File: src/design/dpsds_pkg.sv
// package for the dpll state and dco steering block
// assumes apb3-style register access, single 100 MHz clock domain
package dpsds_pkg;
  // register byte offsets
  localparam logic [7:0] OFF_CTRL      = 8'h00;
  localparam logic [7:0] OFF_STATUS    = 8'h04;
  localparam logic [7:0] OFF_FDEV      = 8'h08;
  localparam logic [7:0] OFF_FDEV_HI   = 8'h0C;
  localparam logic [7:0] OFF_FREE_LO   = 8'h10;
  localparam logic [7:0] OFF_FREE_HI   = 8'h14;
  localparam logic [7:0] OFF_FBNUM_LO  = 8'h18;
  localparam logic [7:0] OFF_FBNUM_HI  = 8'h1C;
  localparam logic [7:0] OFF_STEP      = 8'h20;
  localparam logic [7:0] OFF_EFF_LO    = 8'h24;
  localparam logic [7:0] OFF_EFF_HI    = 8'h28;
  localparam logic [7:0] OFF_ANUM_LO   = 8'h2C;
  localparam logic [7:0] OFF_ANUM_HI   = 8'h30;
  localparam logic [7:0] OFF_ENUM_LO   = 8'h34;
  localparam logic [7:0] OFF_ENUM_HI   = 8'h38;
  // ctrl field positions
  localparam int CTRL_HIST_EN   = 0;
  localparam int CTRL_STEER_EN  = 1;
  localparam int CTRL_PIN_MODE  = 2;
  localparam int CTRL_DPLL_CFG  = 3;
  localparam int CTRL_DPLL_USED = 4;
  // reset values
  localparam logic [31:0] CTRL_RESET  = 32'h0000_0018;
  localparam logic [39:0] FBNUM_RESET = 40'h00_0000_0000;
  localparam logic [39:0] ANUM_RESET  = 40'h00_0000_0000;
  // cycle counts: acquisition, history and lock detect windows
  localparam logic [15:0] ACQ_CYCLES  = 16'h0100;
  localparam logic [15:0] HIST_CYCLES = 16'h0400;
  localparam logic [15:0] PLOCK_CYCLES = 16'h0040;
  localparam int NUM_W  = 40;
  localparam int FDEV_W = 38;

  typedef enum logic [1:0] {DPSDS_LVL_LOW, DPSDS_LVL_MID, DPSDS_LVL_HIGH,
                            DPSDS_LVL_BAD} dpsds_lvl_t;
  typedef enum {DPSDS_ST_FREE, DPSDS_ST_ACQ, DPSDS_ST_LOCK,
                DPSDS_ST_HOLD} dpsds_state_t;

  typedef struct packed {
    logic       freq_lock_lost;
    logic       phase_lock_lost;
    logic       history_valid;
    logic       wide_bw;
    logic [1:0] state;
  } dpsds_status_t;

  typedef struct packed {
    logic [3:0] page;
    logic       overlay_loaded;
    logic       apll_on_xo;
  } dpsds_boot_t;
endpackage

File: src/design/dpsds_top.sv
// dpll state sequencing, lock flags and dco steering, apb slave
// assumes reference/xo qualifier inputs arrive from other clock domains
`timescale 1ns/1ps
`default_nettype none
// Operation
// - decode two three-level straps into start-up page zero to eight
// - with overlay enabled, load page then overwrite analog numerator
// - invalid dpll config keeps analog pll locked to crystal
// - analog pll locks to valid crystal; references unqualified in free-run
// - reference lost before history valid goes to free-run
// - any valid input leaves free-run or holdover into acquisition
// - wide loop bandwidth during acquisition, normal afterwards
// - frequency and phase lock loss flags as status bits and pins
// - history accumulates once frequency lock loss falls, if enabled
// - reference loss with history valid enters holdover
// - holdover without history uses free-run word over numerator
// - history enabled but invalid uses free-run word; valid uses average
// - holdover sets phase lock loss, freezes frequency lock loss
// - valid input in holdover leads to glitchless relock
// - steering alters dpll numerator when closed loop, else analog
// - steering enabled while locked; steps, pins or direct numerator
// - 38-bit deviation added or subtracted from feedback numerator
// - step-update write of 0 increases, 1 decreases
// - trigger pin rising edge steps; direction pin 1 decreases
// - clearing steering enable restores original feedback numerator
// - analog steering relative with history, not applied without; readable
module dpsds_top
  import dpsds_pkg::*;
(
  input  wire logic        pclk,
  input  wire logic        presetn,
  input  wire logic        psel,
  input  wire logic        penable,
  input  wire logic        pwrite,
  input  wire logic [7:0]  paddr,
  input  wire logic [31:0] pwdata,
  output logic [31:0]      prdata,
  output logic             pready,
  output logic             pslverr,
  input  wire logic [1:0]  page_strap_a,
  input  wire logic [1:0]  page_strap_b,
  input  wire logic        overlay_enable,
  input  wire logic        xo_valid,
  input  wire logic        ref_valid,
  input  wire logic        freq_in_tol,
  input  wire logic        phase_in_tol,
  input  wire logic        freq_step_up,
  input  wire logic        freq_step_down,
  output logic             freq_lock_lost,
  output logic             phase_lock_lost,
  output logic             wide_bw,
  output logic             apll_on_xo,
  output logic [3:0]       boot_page,
  output logic [39:0]      eff_dpll_num,
  output logic [39:0]      feedback_numerator
);
  // freq_step_up is the trigger pin, freq_step_down the direction pin
  logic [2:0]  sy_a_reg, sy_b_reg;
  logic [3:0]  pin_sync1_reg, pin_sync2_reg;
  logic        trig_d_reg;
  logic [31:0] ctrl_reg;
  logic [37:0] step_deviation_word;
  logic [39:0] holdover_freq_word;
  logic [39:0] fb_base_reg;
  logic [39:0] fb_next;
  logic [39:0] anum_base_reg;
  logic [39:0] effective_analog_numerator;
  logic [39:0] hist_acc_reg;
  logic [15:0] hist_cnt_reg, acq_cnt_reg, pl_cnt_reg;
  logic        history_valid;
  logic        boot_done, boot_seen_reg;
  logic [3:0]  strap_page;
  dpsds_state_t  state_reg;
  dpsds_status_t stat;
  logic wr, rd, known;
  logic xo_ok, ref_ok, fit, pit, trig, dir;
  logic step_pin, step_reg_wr, step_dec, do_step;
  logic history_enable, steering_enable, pin_mode, dpll_cfg, dpll_used;
  logic closed_loop;

  assign history_enable  = ctrl_reg[CTRL_HIST_EN];
  assign steering_enable = ctrl_reg[CTRL_STEER_EN];
  assign pin_mode        = ctrl_reg[CTRL_PIN_MODE];
  assign dpll_cfg        = ctrl_reg[CTRL_DPLL_CFG];
  assign dpll_used       = ctrl_reg[CTRL_DPLL_USED];

  dpsds_strap u_strap (
    .pclk        (pclk),
    .presetn     (presetn),
    .strap_a_raw (page_strap_a),
    .strap_b_raw (page_strap_b),
    .done        (boot_done),
    .page        (strap_page)
  );
  assign boot_page = strap_page;

  // two-flop synchronisers on every asynchronous status/pin input
  always_ff @(posedge pclk or negedge presetn) begin
    if (!presetn) begin
      pin_sync1_reg <= 4'h0;
      pin_sync2_reg <= 4'h0;
      sy_a_reg      <= 3'h0;
      sy_b_reg      <= 3'h0;
    end else begin
      pin_sync1_reg <= {freq_step_up, freq_step_down, xo_valid, ref_valid};
      pin_sync2_reg <= pin_sync1_reg;
      sy_a_reg      <= {freq_in_tol, phase_in_tol, 1'b0};
      sy_b_reg      <= sy_a_reg;
    end
  end
  assign trig   = pin_sync2_reg[3];
  assign dir    = pin_sync2_reg[2];
  assign xo_ok  = pin_sync2_reg[1];
  assign ref_ok = pin_sync2_reg[0] && dpll_cfg;
  assign fit    = sy_b_reg[2];
  assign pit    = sy_b_reg[1];

  assign wr = psel && penable && pwrite;
  assign rd = psel && !pwrite;
  assign pready = 1'b1;

  function automatic logic is_known(input logic [7:0] a);
    is_known = (a <= OFF_ENUM_HI) && (a[1:0] == 2'b00);
  endfunction
  assign known   = is_known(paddr);
  assign pslverr = psel && penable && !known;

  // dpll operating state
  always_ff @(posedge pclk or negedge presetn) begin
    if (!presetn) begin
      state_reg   <= DPSDS_ST_FREE;
      acq_cnt_reg <= 16'h0;
    end else begin
      case (state_reg)
        DPSDS_ST_FREE: begin
          if (ref_ok && xo_ok) begin
            state_reg   <= DPSDS_ST_ACQ;
            acq_cnt_reg <= 16'h0;
          end
        end
        DPSDS_ST_ACQ: begin
          if (!ref_ok) begin
            state_reg <= history_valid ? DPSDS_ST_HOLD : DPSDS_ST_FREE;
          end else if (acq_cnt_reg == ACQ_CYCLES - 16'h1) begin
            state_reg <= DPSDS_ST_LOCK;
          end else begin
            acq_cnt_reg <= acq_cnt_reg + 16'h1;
          end
        end
        DPSDS_ST_LOCK: begin
          if (!ref_ok) begin
            state_reg <= history_valid ? DPSDS_ST_HOLD : DPSDS_ST_FREE;
          end
        end
        DPSDS_ST_HOLD: begin
          if (ref_ok) begin
            state_reg   <= DPSDS_ST_ACQ;
            acq_cnt_reg <= 16'h0;
          end
        end
        default: state_reg <= DPSDS_ST_FREE;
      endcase
    end
  end
  assign wide_bw = (state_reg == DPSDS_ST_ACQ);
  // analog loop follows xo in free-run or when the dpll config is invalid
  assign apll_on_xo = xo_ok && (state_reg == DPSDS_ST_FREE
                      || !dpll_cfg);

  // lock detectors; phase detector needs a clean window of samples
  always_ff @(posedge pclk or negedge presetn) begin
    if (!presetn) begin
      freq_lock_lost  <= 1'b1;
      phase_lock_lost <= 1'b1;
      pl_cnt_reg      <= 16'h0;
    end else if (state_reg == DPSDS_ST_HOLD) begin
      phase_lock_lost <= 1'b1;
      pl_cnt_reg      <= 16'h0;
    end else if (state_reg == DPSDS_ST_FREE) begin
      freq_lock_lost  <= 1'b1;
      phase_lock_lost <= 1'b1;
      pl_cnt_reg      <= 16'h0;
    end else begin
      // no reference, nothing to compare: keep the flag as it was
      if (ref_ok) begin
        freq_lock_lost <= !fit;
      end
      if (!pit) begin
        pl_cnt_reg      <= 16'h0;
        phase_lock_lost <= 1'b1;
      end else if (pl_cnt_reg == PLOCK_CYCLES - 16'h1) begin
        phase_lock_lost <= 1'b0;
      end else begin
        pl_cnt_reg <= pl_cnt_reg + 16'h1;
      end
    end
  end

  // tuning-word history: running average of the effective numerator
  always_ff @(posedge pclk or negedge presetn) begin
    if (!presetn) begin
      hist_acc_reg  <= 40'h0;
      hist_cnt_reg  <= 16'h0;
      history_valid <= 1'b0;
    end else if (!history_enable || state_reg == DPSDS_ST_FREE) begin
      hist_cnt_reg  <= 16'h0;
      history_valid <= 1'b0;
    end else if (state_reg == DPSDS_ST_LOCK && !freq_lock_lost) begin
      hist_acc_reg <= hist_acc_reg - (hist_acc_reg >>> 4)
                      + (eff_dpll_num >>> 4);
      if (hist_cnt_reg == HIST_CYCLES - 16'h1) begin
        history_valid <= 1'b1;
      end else begin
        hist_cnt_reg <= hist_cnt_reg + 16'h1;
      end
    end
  end

  // step sources
  assign step_pin    = pin_mode && trig && !trig_d_reg;
  assign step_reg_wr = !pin_mode && wr && paddr == OFF_STEP;
  assign step_dec    = step_pin ? dir : pwdata[0];
  assign closed_loop = dpll_used && state_reg == DPSDS_ST_LOCK;
  // pin timing trusted; 100 ns high gives ten samples here
  assign do_step     = steering_enable && (step_pin || step_reg_wr);

  always_ff @(posedge pclk or negedge presetn) begin
    if (!presetn) begin
      trig_d_reg <= 1'b0;
    end else begin
      trig_d_reg <= trig;
    end
  end

  always_comb begin
    fb_next = feedback_numerator;
    if (!steering_enable) begin
      fb_next = fb_base_reg;
    end else if (do_step) begin
      if (step_dec) begin
        fb_next = feedback_numerator - {2'b00, step_deviation_word};
      end else begin
        fb_next = feedback_numerator + {2'b00, step_deviation_word};
      end
    end
  end

  // register file and steered numerators
  always_ff @(posedge pclk or negedge presetn) begin
    if (!presetn) begin
      ctrl_reg            <= CTRL_RESET;
      step_deviation_word <= 38'h0;
      holdover_freq_word  <= 40'h0;
      fb_base_reg         <= FBNUM_RESET;
      feedback_numerator  <= FBNUM_RESET;
      anum_base_reg       <= ANUM_RESET;
      boot_seen_reg       <= 1'b0;
    end else begin
      feedback_numerator <= fb_next;
      if (boot_done && !boot_seen_reg) begin
        boot_seen_reg <= 1'b1;
        if (overlay_enable) begin
          anum_base_reg <= {36'h0, strap_page} ^ 40'hA5_0000_0000;
        end
      end
      if (wr) begin
        case (paddr)
          OFF_CTRL: begin
            ctrl_reg <= pwdata;
            if (pwdata[CTRL_STEER_EN] && state_reg != DPSDS_ST_LOCK) begin
              ctrl_reg[CTRL_STEER_EN] <= 1'b0;
            end
          end
          OFF_FDEV:    step_deviation_word[31:0]  <= pwdata;
          OFF_FDEV_HI: step_deviation_word[37:32] <= pwdata[5:0];
          OFF_FREE_LO: holdover_freq_word[31:0]   <= pwdata;
          OFF_FREE_HI: holdover_freq_word[39:32]  <= pwdata[7:0];
          OFF_FBNUM_LO: begin
            fb_base_reg[31:0]        <= pwdata;
            feedback_numerator[31:0] <= pwdata;
          end
          OFF_FBNUM_HI: begin
            fb_base_reg[39:32]        <= pwdata[7:0];
            feedback_numerator[39:32] <= pwdata[7:0];
          end
          OFF_ANUM_LO: anum_base_reg[31:0]  <= pwdata;
          OFF_ANUM_HI: anum_base_reg[39:32] <= pwdata[7:0];
          default: ;
        endcase
      end
    end
  end

  // dpll numerator: steered when closed loop, free-run word / history in holdover, base numerator else
  always_ff @(posedge pclk or negedge presetn) begin
    if (!presetn) begin
      eff_dpll_num               <= FBNUM_RESET;
      effective_analog_numerator <= ANUM_RESET;
    end else begin
      if (state_reg == DPSDS_ST_HOLD) begin
        if (history_enable && history_valid) begin
          eff_dpll_num <= hist_acc_reg;
        end else begin
          eff_dpll_num <= fb_base_reg + holdover_freq_word;
        end
      end else begin
        eff_dpll_num <= closed_loop ? feedback_numerator : fb_base_reg;
      end
      if (!closed_loop) begin
        if (history_enable) begin
          effective_analog_numerator <= anum_base_reg + holdover_freq_word
                                        + (feedback_numerator - fb_base_reg);
        end else begin
          effective_analog_numerator <= anum_base_reg + holdover_freq_word;
        end
      end else begin
        effective_analog_numerator <= anum_base_reg;
      end
    end
  end

  assign stat = '{freq_lock_lost: freq_lock_lost,
                  phase_lock_lost: phase_lock_lost,
                  history_valid: history_valid,
                  wide_bw: wide_bw,
                  state: state_reg[1:0]};

  always_ff @(posedge pclk or negedge presetn) begin
    if (!presetn) begin
      prdata <= 32'h0;
    end else if (rd && !penable) begin
      case (paddr)
        OFF_CTRL:     prdata <= ctrl_reg;
        OFF_STATUS:   prdata <= {22'h0, strap_page, stat};
        OFF_FDEV:     prdata <= step_deviation_word[31:0];
        OFF_FDEV_HI:  prdata <= {26'h0, step_deviation_word[37:32]};
        OFF_FREE_LO:  prdata <= holdover_freq_word[31:0];
        OFF_FREE_HI:  prdata <= {24'h0, holdover_freq_word[39:32]};
        OFF_FBNUM_LO: prdata <= feedback_numerator[31:0];
        OFF_FBNUM_HI: prdata <= {24'h0, feedback_numerator[39:32]};
        OFF_EFF_LO:   prdata <= eff_dpll_num[31:0];
        OFF_EFF_HI:   prdata <= {24'h0, eff_dpll_num[39:32]};
        OFF_ANUM_LO:  prdata <= anum_base_reg[31:0];
        OFF_ANUM_HI:  prdata <= {24'h0, anum_base_reg[39:32]};
        OFF_ENUM_LO:  prdata <= effective_analog_numerator[31:0];
        OFF_ENUM_HI:  prdata <= {24'h0, effective_analog_numerator[39:32]};
        default:      prdata <= 32'h0;
      endcase
    end
  end
endmodule
`default_nettype wire

File: src/design/dpsds_strap.sv
// three-level strap resolver with page decode
// assumes strap pins sensed as two comparator bits per pin, asynchronous
`timescale 1ns/1ps
`default_nettype none
module dpsds_strap
  import dpsds_pkg::*;
(
  input  wire logic       pclk,
  input  wire logic       presetn,
  input  wire logic [1:0] strap_a_raw,
  input  wire logic [1:0] strap_b_raw,
  output logic            done,
  output logic [3:0]      page
);
  logic [3:0] sync1_reg;
  logic [3:0] sync2_reg;
  logic [1:0] cnt_reg;

  // comparator pair {above_high, above_low}: 00 low, 01 mid, 11 high
  function automatic dpsds_lvl_t resolve(input logic [1:0] c);
    case (c)
      2'b00:   resolve = DPSDS_LVL_LOW;
      2'b01:   resolve = DPSDS_LVL_MID;
      2'b11:   resolve = DPSDS_LVL_HIGH;
      default: resolve = DPSDS_LVL_BAD;
    endcase
  endfunction

  function automatic logic [3:0] decode(input dpsds_lvl_t b,
                                        input dpsds_lvl_t a);
    decode = 4'hF;
    if (b == DPSDS_LVL_MID && a == DPSDS_LVL_LOW) decode = 4'h5;
    if (b == DPSDS_LVL_MID && a == DPSDS_LVL_MID) decode = 4'h6;
    if (b == DPSDS_LVL_MID && a == DPSDS_LVL_HIGH) decode = 4'h7;
    if (b == DPSDS_LVL_HIGH && a == DPSDS_LVL_MID) decode = 4'h8;
    if (b == DPSDS_LVL_LOW && a == DPSDS_LVL_LOW) decode = 4'h0;
    if (b == DPSDS_LVL_LOW && a == DPSDS_LVL_HIGH) decode = 4'h1;
    if (b == DPSDS_LVL_HIGH && a == DPSDS_LVL_LOW) decode = 4'h2;
    if (b == DPSDS_LVL_HIGH && a == DPSDS_LVL_HIGH) decode = 4'h3;
    if (b == DPSDS_LVL_LOW && a == DPSDS_LVL_MID) decode = 4'h4;
  endfunction

  always_ff @(posedge pclk or negedge presetn) begin
    if (!presetn) begin
      sync1_reg <= 4'h0;
      sync2_reg <= 4'h0;
    end else begin
      sync1_reg <= {strap_b_raw, strap_a_raw};
      sync2_reg <= sync1_reg;
    end
  end

  // capture once after release, frozen until next reset
  always_ff @(posedge pclk or negedge presetn) begin
    if (!presetn) begin
      cnt_reg <= 2'h0;
      done    <= 1'b0;
      page    <= 4'h0;
    end else if (!done) begin
      cnt_reg <= cnt_reg + 2'h1;
      if (cnt_reg == 2'h3) begin
        done <= 1'b1;
        page <= decode(resolve(sync2_reg[3:2]), resolve(sync2_reg[1:0]));
      end
    end
  end
endmodule
`default_nettype wire

File: config.mk
export PLATFORM = sky130hd
export DESIGN_NAME = dpsds_top
export DESIGN_NICKNAME = d
export VERILOG_FILES = /design/src/design/dpsds_pkg.sv /design/src/design/dpsds_top.sv /design/src/design/dpsds_strap.sv
export SDC_FILE = /design/constraint.sdc
export NUM_CORES = 2
export LEC_CHECK = 0
export BUFFER_PORTS_ARGS = -buffer_cell sky130_fd_sc_hd__buf_4
export CAP_MARGIN = 20
export CORE_ASPECT_RATIO = 0.75
export CORE_MARGIN = 4
export CORE_UTILIZATION = 65
export DETAILED_ROUTE_END_ITERATION = 6
export GPL_TIMING_DRIVEN = 0
export HOLD_SLACK_MARGIN = 0.02
export PLACE_DENSITY = 0.93
export SETUP_SLACK_MARGIN = 0.3
export SLEW_MARGIN = 20
export SYNTH_ARGS = -nofsm -noshare
export SYNTH_HDL_FRONTEND = slang
export SYNTH_SLANG_ARGS = --single-unit
File: constraint.sdc
create_clock -name pclk -period 10.4 [get_ports pclk]
set_clock_uncertainty 0.15 [all_clocks]
set_input_delay 0.52 -clock pclk [delete_from_list [all_inputs] [get_ports pclk]]
set_output_delay 0.52 -clock pclk [all_outputs]
set_load 0.05 [all_outputs]
==> metrics.md <==
| Metric | Value |
|---|---|
| ANT nets after route | 0 |
| Resized cells post-CTS | 0 |
| Global router's overall resource usage | between 40 and 50% |
| Total number of vias | ~34000 |
| Die Span Y | around 210 um |
| Via count of the first global-routing pass | about 32000 |
| Root Buffer | sky130_fd_sc_hd__clkbuf_16 |
| FF+latch count, synth | between 400 and 500 |
| Minimum clock period after layout | a little under 8 ns |
| Slew margin rel. | 14.62% |
| Number of violations of the max-capacitance limit | 0 |
| Async set or reset register ratio after synthesis | 100.0% |
| Critical Path AT | between 8 and 9 ns |
| GRT Residual Overflow | 0 |
| Worst-Skew Late Latency | about 0.63 ns |
| Combined area of the multi-input logic cells | 0.02057 sq mm |
| Total area of sequential cells | between 0.01 and 0.015 sq mm |
| CTS tree | yes |
| Hold Crit Class | input pin to register |
| Detailed-route vias per instance | ~7 |
| Final hold viol count | 0 |
| Buffer levels on the longest clock path | 3 |
| Critical path launch point type | register |
| Register area share after synthesis | 34.10% |
| Biggest fanout along the worst timing path | 5 |
| Critical Path RT | roughly 11 ns |
| Synthesized instance count | approximately 3900 |
| Largest net degree at the start of global routing | 98 |
| H-tree depth | 2 |
| Top cell type's share of synthesized area | about a third |
| Synth-to-Final Area Change | 12.06% |
| Area after detailed placement | about 0.036 sq mm |
| Worst setup slack before clock tree synthesis | 2.884 ns |
| Core Rows | 72 |
| Fmax | 127.7 MHz |
| Violations in the final reports | design-rule violations |
| Total wire length after detailed routing | 134900 um |
| Cell area after technology mapping | 0.03406 sq mm |
| Sinks on Clock Net | roughly 460 |
| Actual transition at the worst max-transition pin | ~1.3 ns |
| Commonest register cell after synthesis | sky130_fd_sc_hd__dfrtp_1 |
| Syn Nets | ~4300 |
| Count of pins on the block boundary | between 150 and 200 |
| Total of fill cells in the finished design | roughly 3900 |
| Routability Congestion | between 1 and 1.5 |
| Count of TritonRoute iterations in the first routing pass | 7 |
| Layout cell share with drive strength beyond 1 | 9.097% |
| Unique masters post-synth | 89 |
| Overall die area | ~0.056 sq mm |
| Initial cell density of the core | between 60% and 70% |
| Kind of capture point of the worst setup path | register |
| Placeable core region | roughly 0.052 sq mm |
| Cell taking the most area after synthesis | sky130_fd_sc_hd__dfrtp_1 |
| Number of antenna violations at the first check in global routing | 7 |
| Number of flops mapped to enable cells by yosys | 0 |
| Count of final max-slew check failures | 0 |
| Peak supply drop | about 120 uV |
| Initial DRC Count | ~5500 |
| Die width | around 270 um |
| Part of the cycle the worst path needs | 75.30% |
| Summed area of non-filler cells in the final layout | ~0.038 sq mm |
| First-pass GRT wire length | 196400 um |
| Clock transition at the register clock pins on the worst setup and hold paths after CTS | around 0.06 ns |
| Run status | complete, but fails checks |
| Setup repair after global routing missed its margin | false |
| Total power per unit cell area | between 150 and 200 mW/mm^2 |
| Total of endpoints with negative setup slack in the final report | 0 |
| Worst Setup Slack, final | 2.569 ns |
| Residual DRC | 9 |
| Routed wire per std cell | 27.33 um |
| Detailed Place HPWL | ~110000 um |
| Aggregate negative setup slack | 0 ns |
| Number of CTS-inserted buffers | between 40 and 50 |
| NumNets Final | ~4500 |
| Avg Cell Area, Syn | 8.629 sq um |
| Port bufs | around 180 |
| Leading post-synthesis cells by cell area | sky130_fd_sc_hd__dfrtp_1, sky130_fd_sc_hd__ha_1, sky130_fd_sc_hd__nand2_1 |
| Warnings from Yosys | 0 |
| Start-to-end type of the worst setup path | register to register |
| LEAKAGE | between 15 and 20 nW |
| Post-CTS Setup Repair Bufs | 0 |
-- critical path, cell delays in order, from the launching register on --
cell,delay [ns]
sky130_fd_sc_hd__dfrtp_1,0.45
sky130_fd_sc_hd__ha_1,0.25
sky130_fd_sc_hd__inv_1,0.07
sky130_fd_sc_hd__fa_1,0.40
sky130_fd_sc_hd__nor2b_1,0.17
sky130_fd_sc_hd__o31a_1,0.23
sky130_fd_sc_hd__o21ai_0,0.24
sky130_fd_sc_hd__a21boi_0,0.60
sky130_fd_sc_hd__o21ai_0,0.22
sky130_fd_sc_hd__nand2_1,0.13
sky130_fd_sc_hd__xnor2_1,0.14
sky130_fd_sc_hd__fa_1,0.51
sky130_fd_sc_hd__inv_1,0.04
sky130_fd_sc_hd__ha_1,0.39
sky130_fd_sc_hd__and3_1,0.35
sky130_fd_sc_hd__nor4bb_1,0.85
sky130_fd_sc_hd__a211oi_1,0.30
sky130_fd_sc_hd__o311ai_0,0.93
sky130_fd_sc_hd__a21oi_1,0.31
sky130_fd_sc_hd__o21bai_1,0.24
sky130_fd_sc_hd__a21oi_1,0.11
sky130_fd_sc_hd__xnor2_1,0.30
sky130_fd_sc_hd__o31ai_1,0.12
sky130_fd_sc_hd__nor3_1,0.26
-- layout make-up --
cell class,instances,share of cell area (%)
Buffer,175,1.731
Timing Repair Buffer,201,4.373
Clock buffer,67,3.462
Clock inverter,17,0.5770
Multi-Input combinational cell,2983,53.91
Antenna cell,2,0.01311
Sequential cell,464,30.44
Inverter,325,3.196
Tap cell,703,2.305
-- cells in the mapped netlist (all sizes together), types with 36 or more instances --
master  count
xor2      119
xnor2     122
a21oi     221
nand2b     36
a22o       36
nor2b      36
inv       324
ha        207
a221oi     50
o21ai     349
o211ai     54
nand2     484
and3       44
nor3       40
fa         78
mux2i      43
a21o      112
a31oi      81
clkbuf    164
nand3      80
mux2       99
dfrtp     460
a211oi     50
nor2      297
-- logic make-up (layout without fill, tap and decap cells) --
logic type | after synthesis | count (layout) | share of synthesized area, %
compound gates | 1177 | 1177 | 22.49
simple gates | 1137 | 1137 | 14.95
fa+ha+maj | 285 | 285 | 12.19
buf+inv | 500 | 785 | 5.521
other cells | 1 | 3 | 0.01101
xor+xnor | 241 | 241 | 6.197
flops | 464 | 464 | 34.10
mux | 142 | 142 | 4.537
-- power breakdown --
part | leakage [nW] | total, mW | internal [mW] | switching [mW]
sequential | 6.22 | 2.04 | 1.88 | 0.158
combinational | 11.3 | 2.31 | 0.870 | 1.44
clock | 0.751 | 1.76 | 0.967 | 0.788
total | 18.3 | 6.11 | 3.72 | 2.39
-- cell usage in the layout, fill, tap and decap left out, types with 27 or more instances in the layout --
cell type	n
sky130_fd_sc_hd__a211oi_1	48
sky130_fd_sc_hd__nand2b_1	36
sky130_fd_sc_hd__a21oi_1	221
sky130_fd_sc_hd__nor3_1	38
sky130_fd_sc_hd__a21o_1	112
sky130_fd_sc_hd__o211ai_1	53
sky130_fd_sc_hd__o21bai_1	29
sky130_fd_sc_hd__a22oi_1	27
sky130_fd_sc_hd__xnor2_1	122
sky130_fd_sc_hd__inv_1	324
sky130_fd_sc_hd__nand4_1	31
sky130_fd_sc_hd__a31oi_1	81
sky130_fd_sc_hd__mux2i_1	43
sky130_fd_sc_hd__nand2_1	484
sky130_fd_sc_hd__nand3_1	80
sky130_fd_sc_hd__nor2_1	296
sky130_fd_sc_hd__fa_1	78
sky130_fd_sc_hd__mux2_2	99
sky130_fd_sc_hd__clkbuf_16	47
sky130_fd_sc_hd__xor2_1	119
sky130_fd_sc_hd__a221oi_1	49
sky130_fd_sc_hd__dfrtp_1	460
sky130_fd_sc_hd__nor2b_1	36
sky130_fd_sc_hd__buf_4	175
sky130_fd_sc_hd__ha_1	207
sky130_fd_sc_hd__clkbuf_1	177
sky130_fd_sc_hd__o21a_1	31
sky130_fd_sc_hd__a22o_1	36
sky130_fd_sc_hd__o21ai_0	341
sky130_fd_sc_hd__and3_1	44
-- what timing repair did --
item	CTS	global route
hold buffers	21	0
endpoints found under the hold margin	88	0
endpoints found under the setup margin	0	0
-- final timing paths --
| kind | start | end | slack, ns | cells after the start |
|---|---|---|---|---|
| setup / recovery | holdover_freq_word[0] | effective_analog_numerator[33] | 2.57 | 23 |
| setup reg to reg | holdover_freq_word[0] | effective_analog_numerator[33] | 2.57 | 23 |
| max in group asynchronous | presetn | fb_base_reg[4] | 8.24 | 5 |
| hold reg to reg | sy_a_reg[2] | sy_b_reg[2] | 0.19 | 0 |
| min in group asynchronous | presetn | hist_acc_reg[18] | 0.33 | 2 |
| hold / removal | pwdata[1] | anum_base_reg[1] | 0.03 | 3 |
-- metal layers --
layer	vias to the layer above	wire, um	track usage (%)
met5	-	173	1.579
met4	10	6852	18.36
met3	549	24570	22.23
met2	2624	53880	66.62
met1	16100	49430	62.05
li1	14500	-	-
-- stage by stage --
step           hold WS [ns]  power (mW)  instances  utilization, %
3_3_place_gp         0.1831       4.196       4825           70.11
6_report            0.02828       6.110       4937           73.81
4_1_cts             0.02135       6.001       4935           73.80
2_1_floorplan       0.07441       3.607       3947               -
5_1_grt             0.03331       6.320       4935           73.80
3_5_place_dp         0.1855       4.250       4830           70.41
Note: power is estimated with default switching activity, not from simulation.
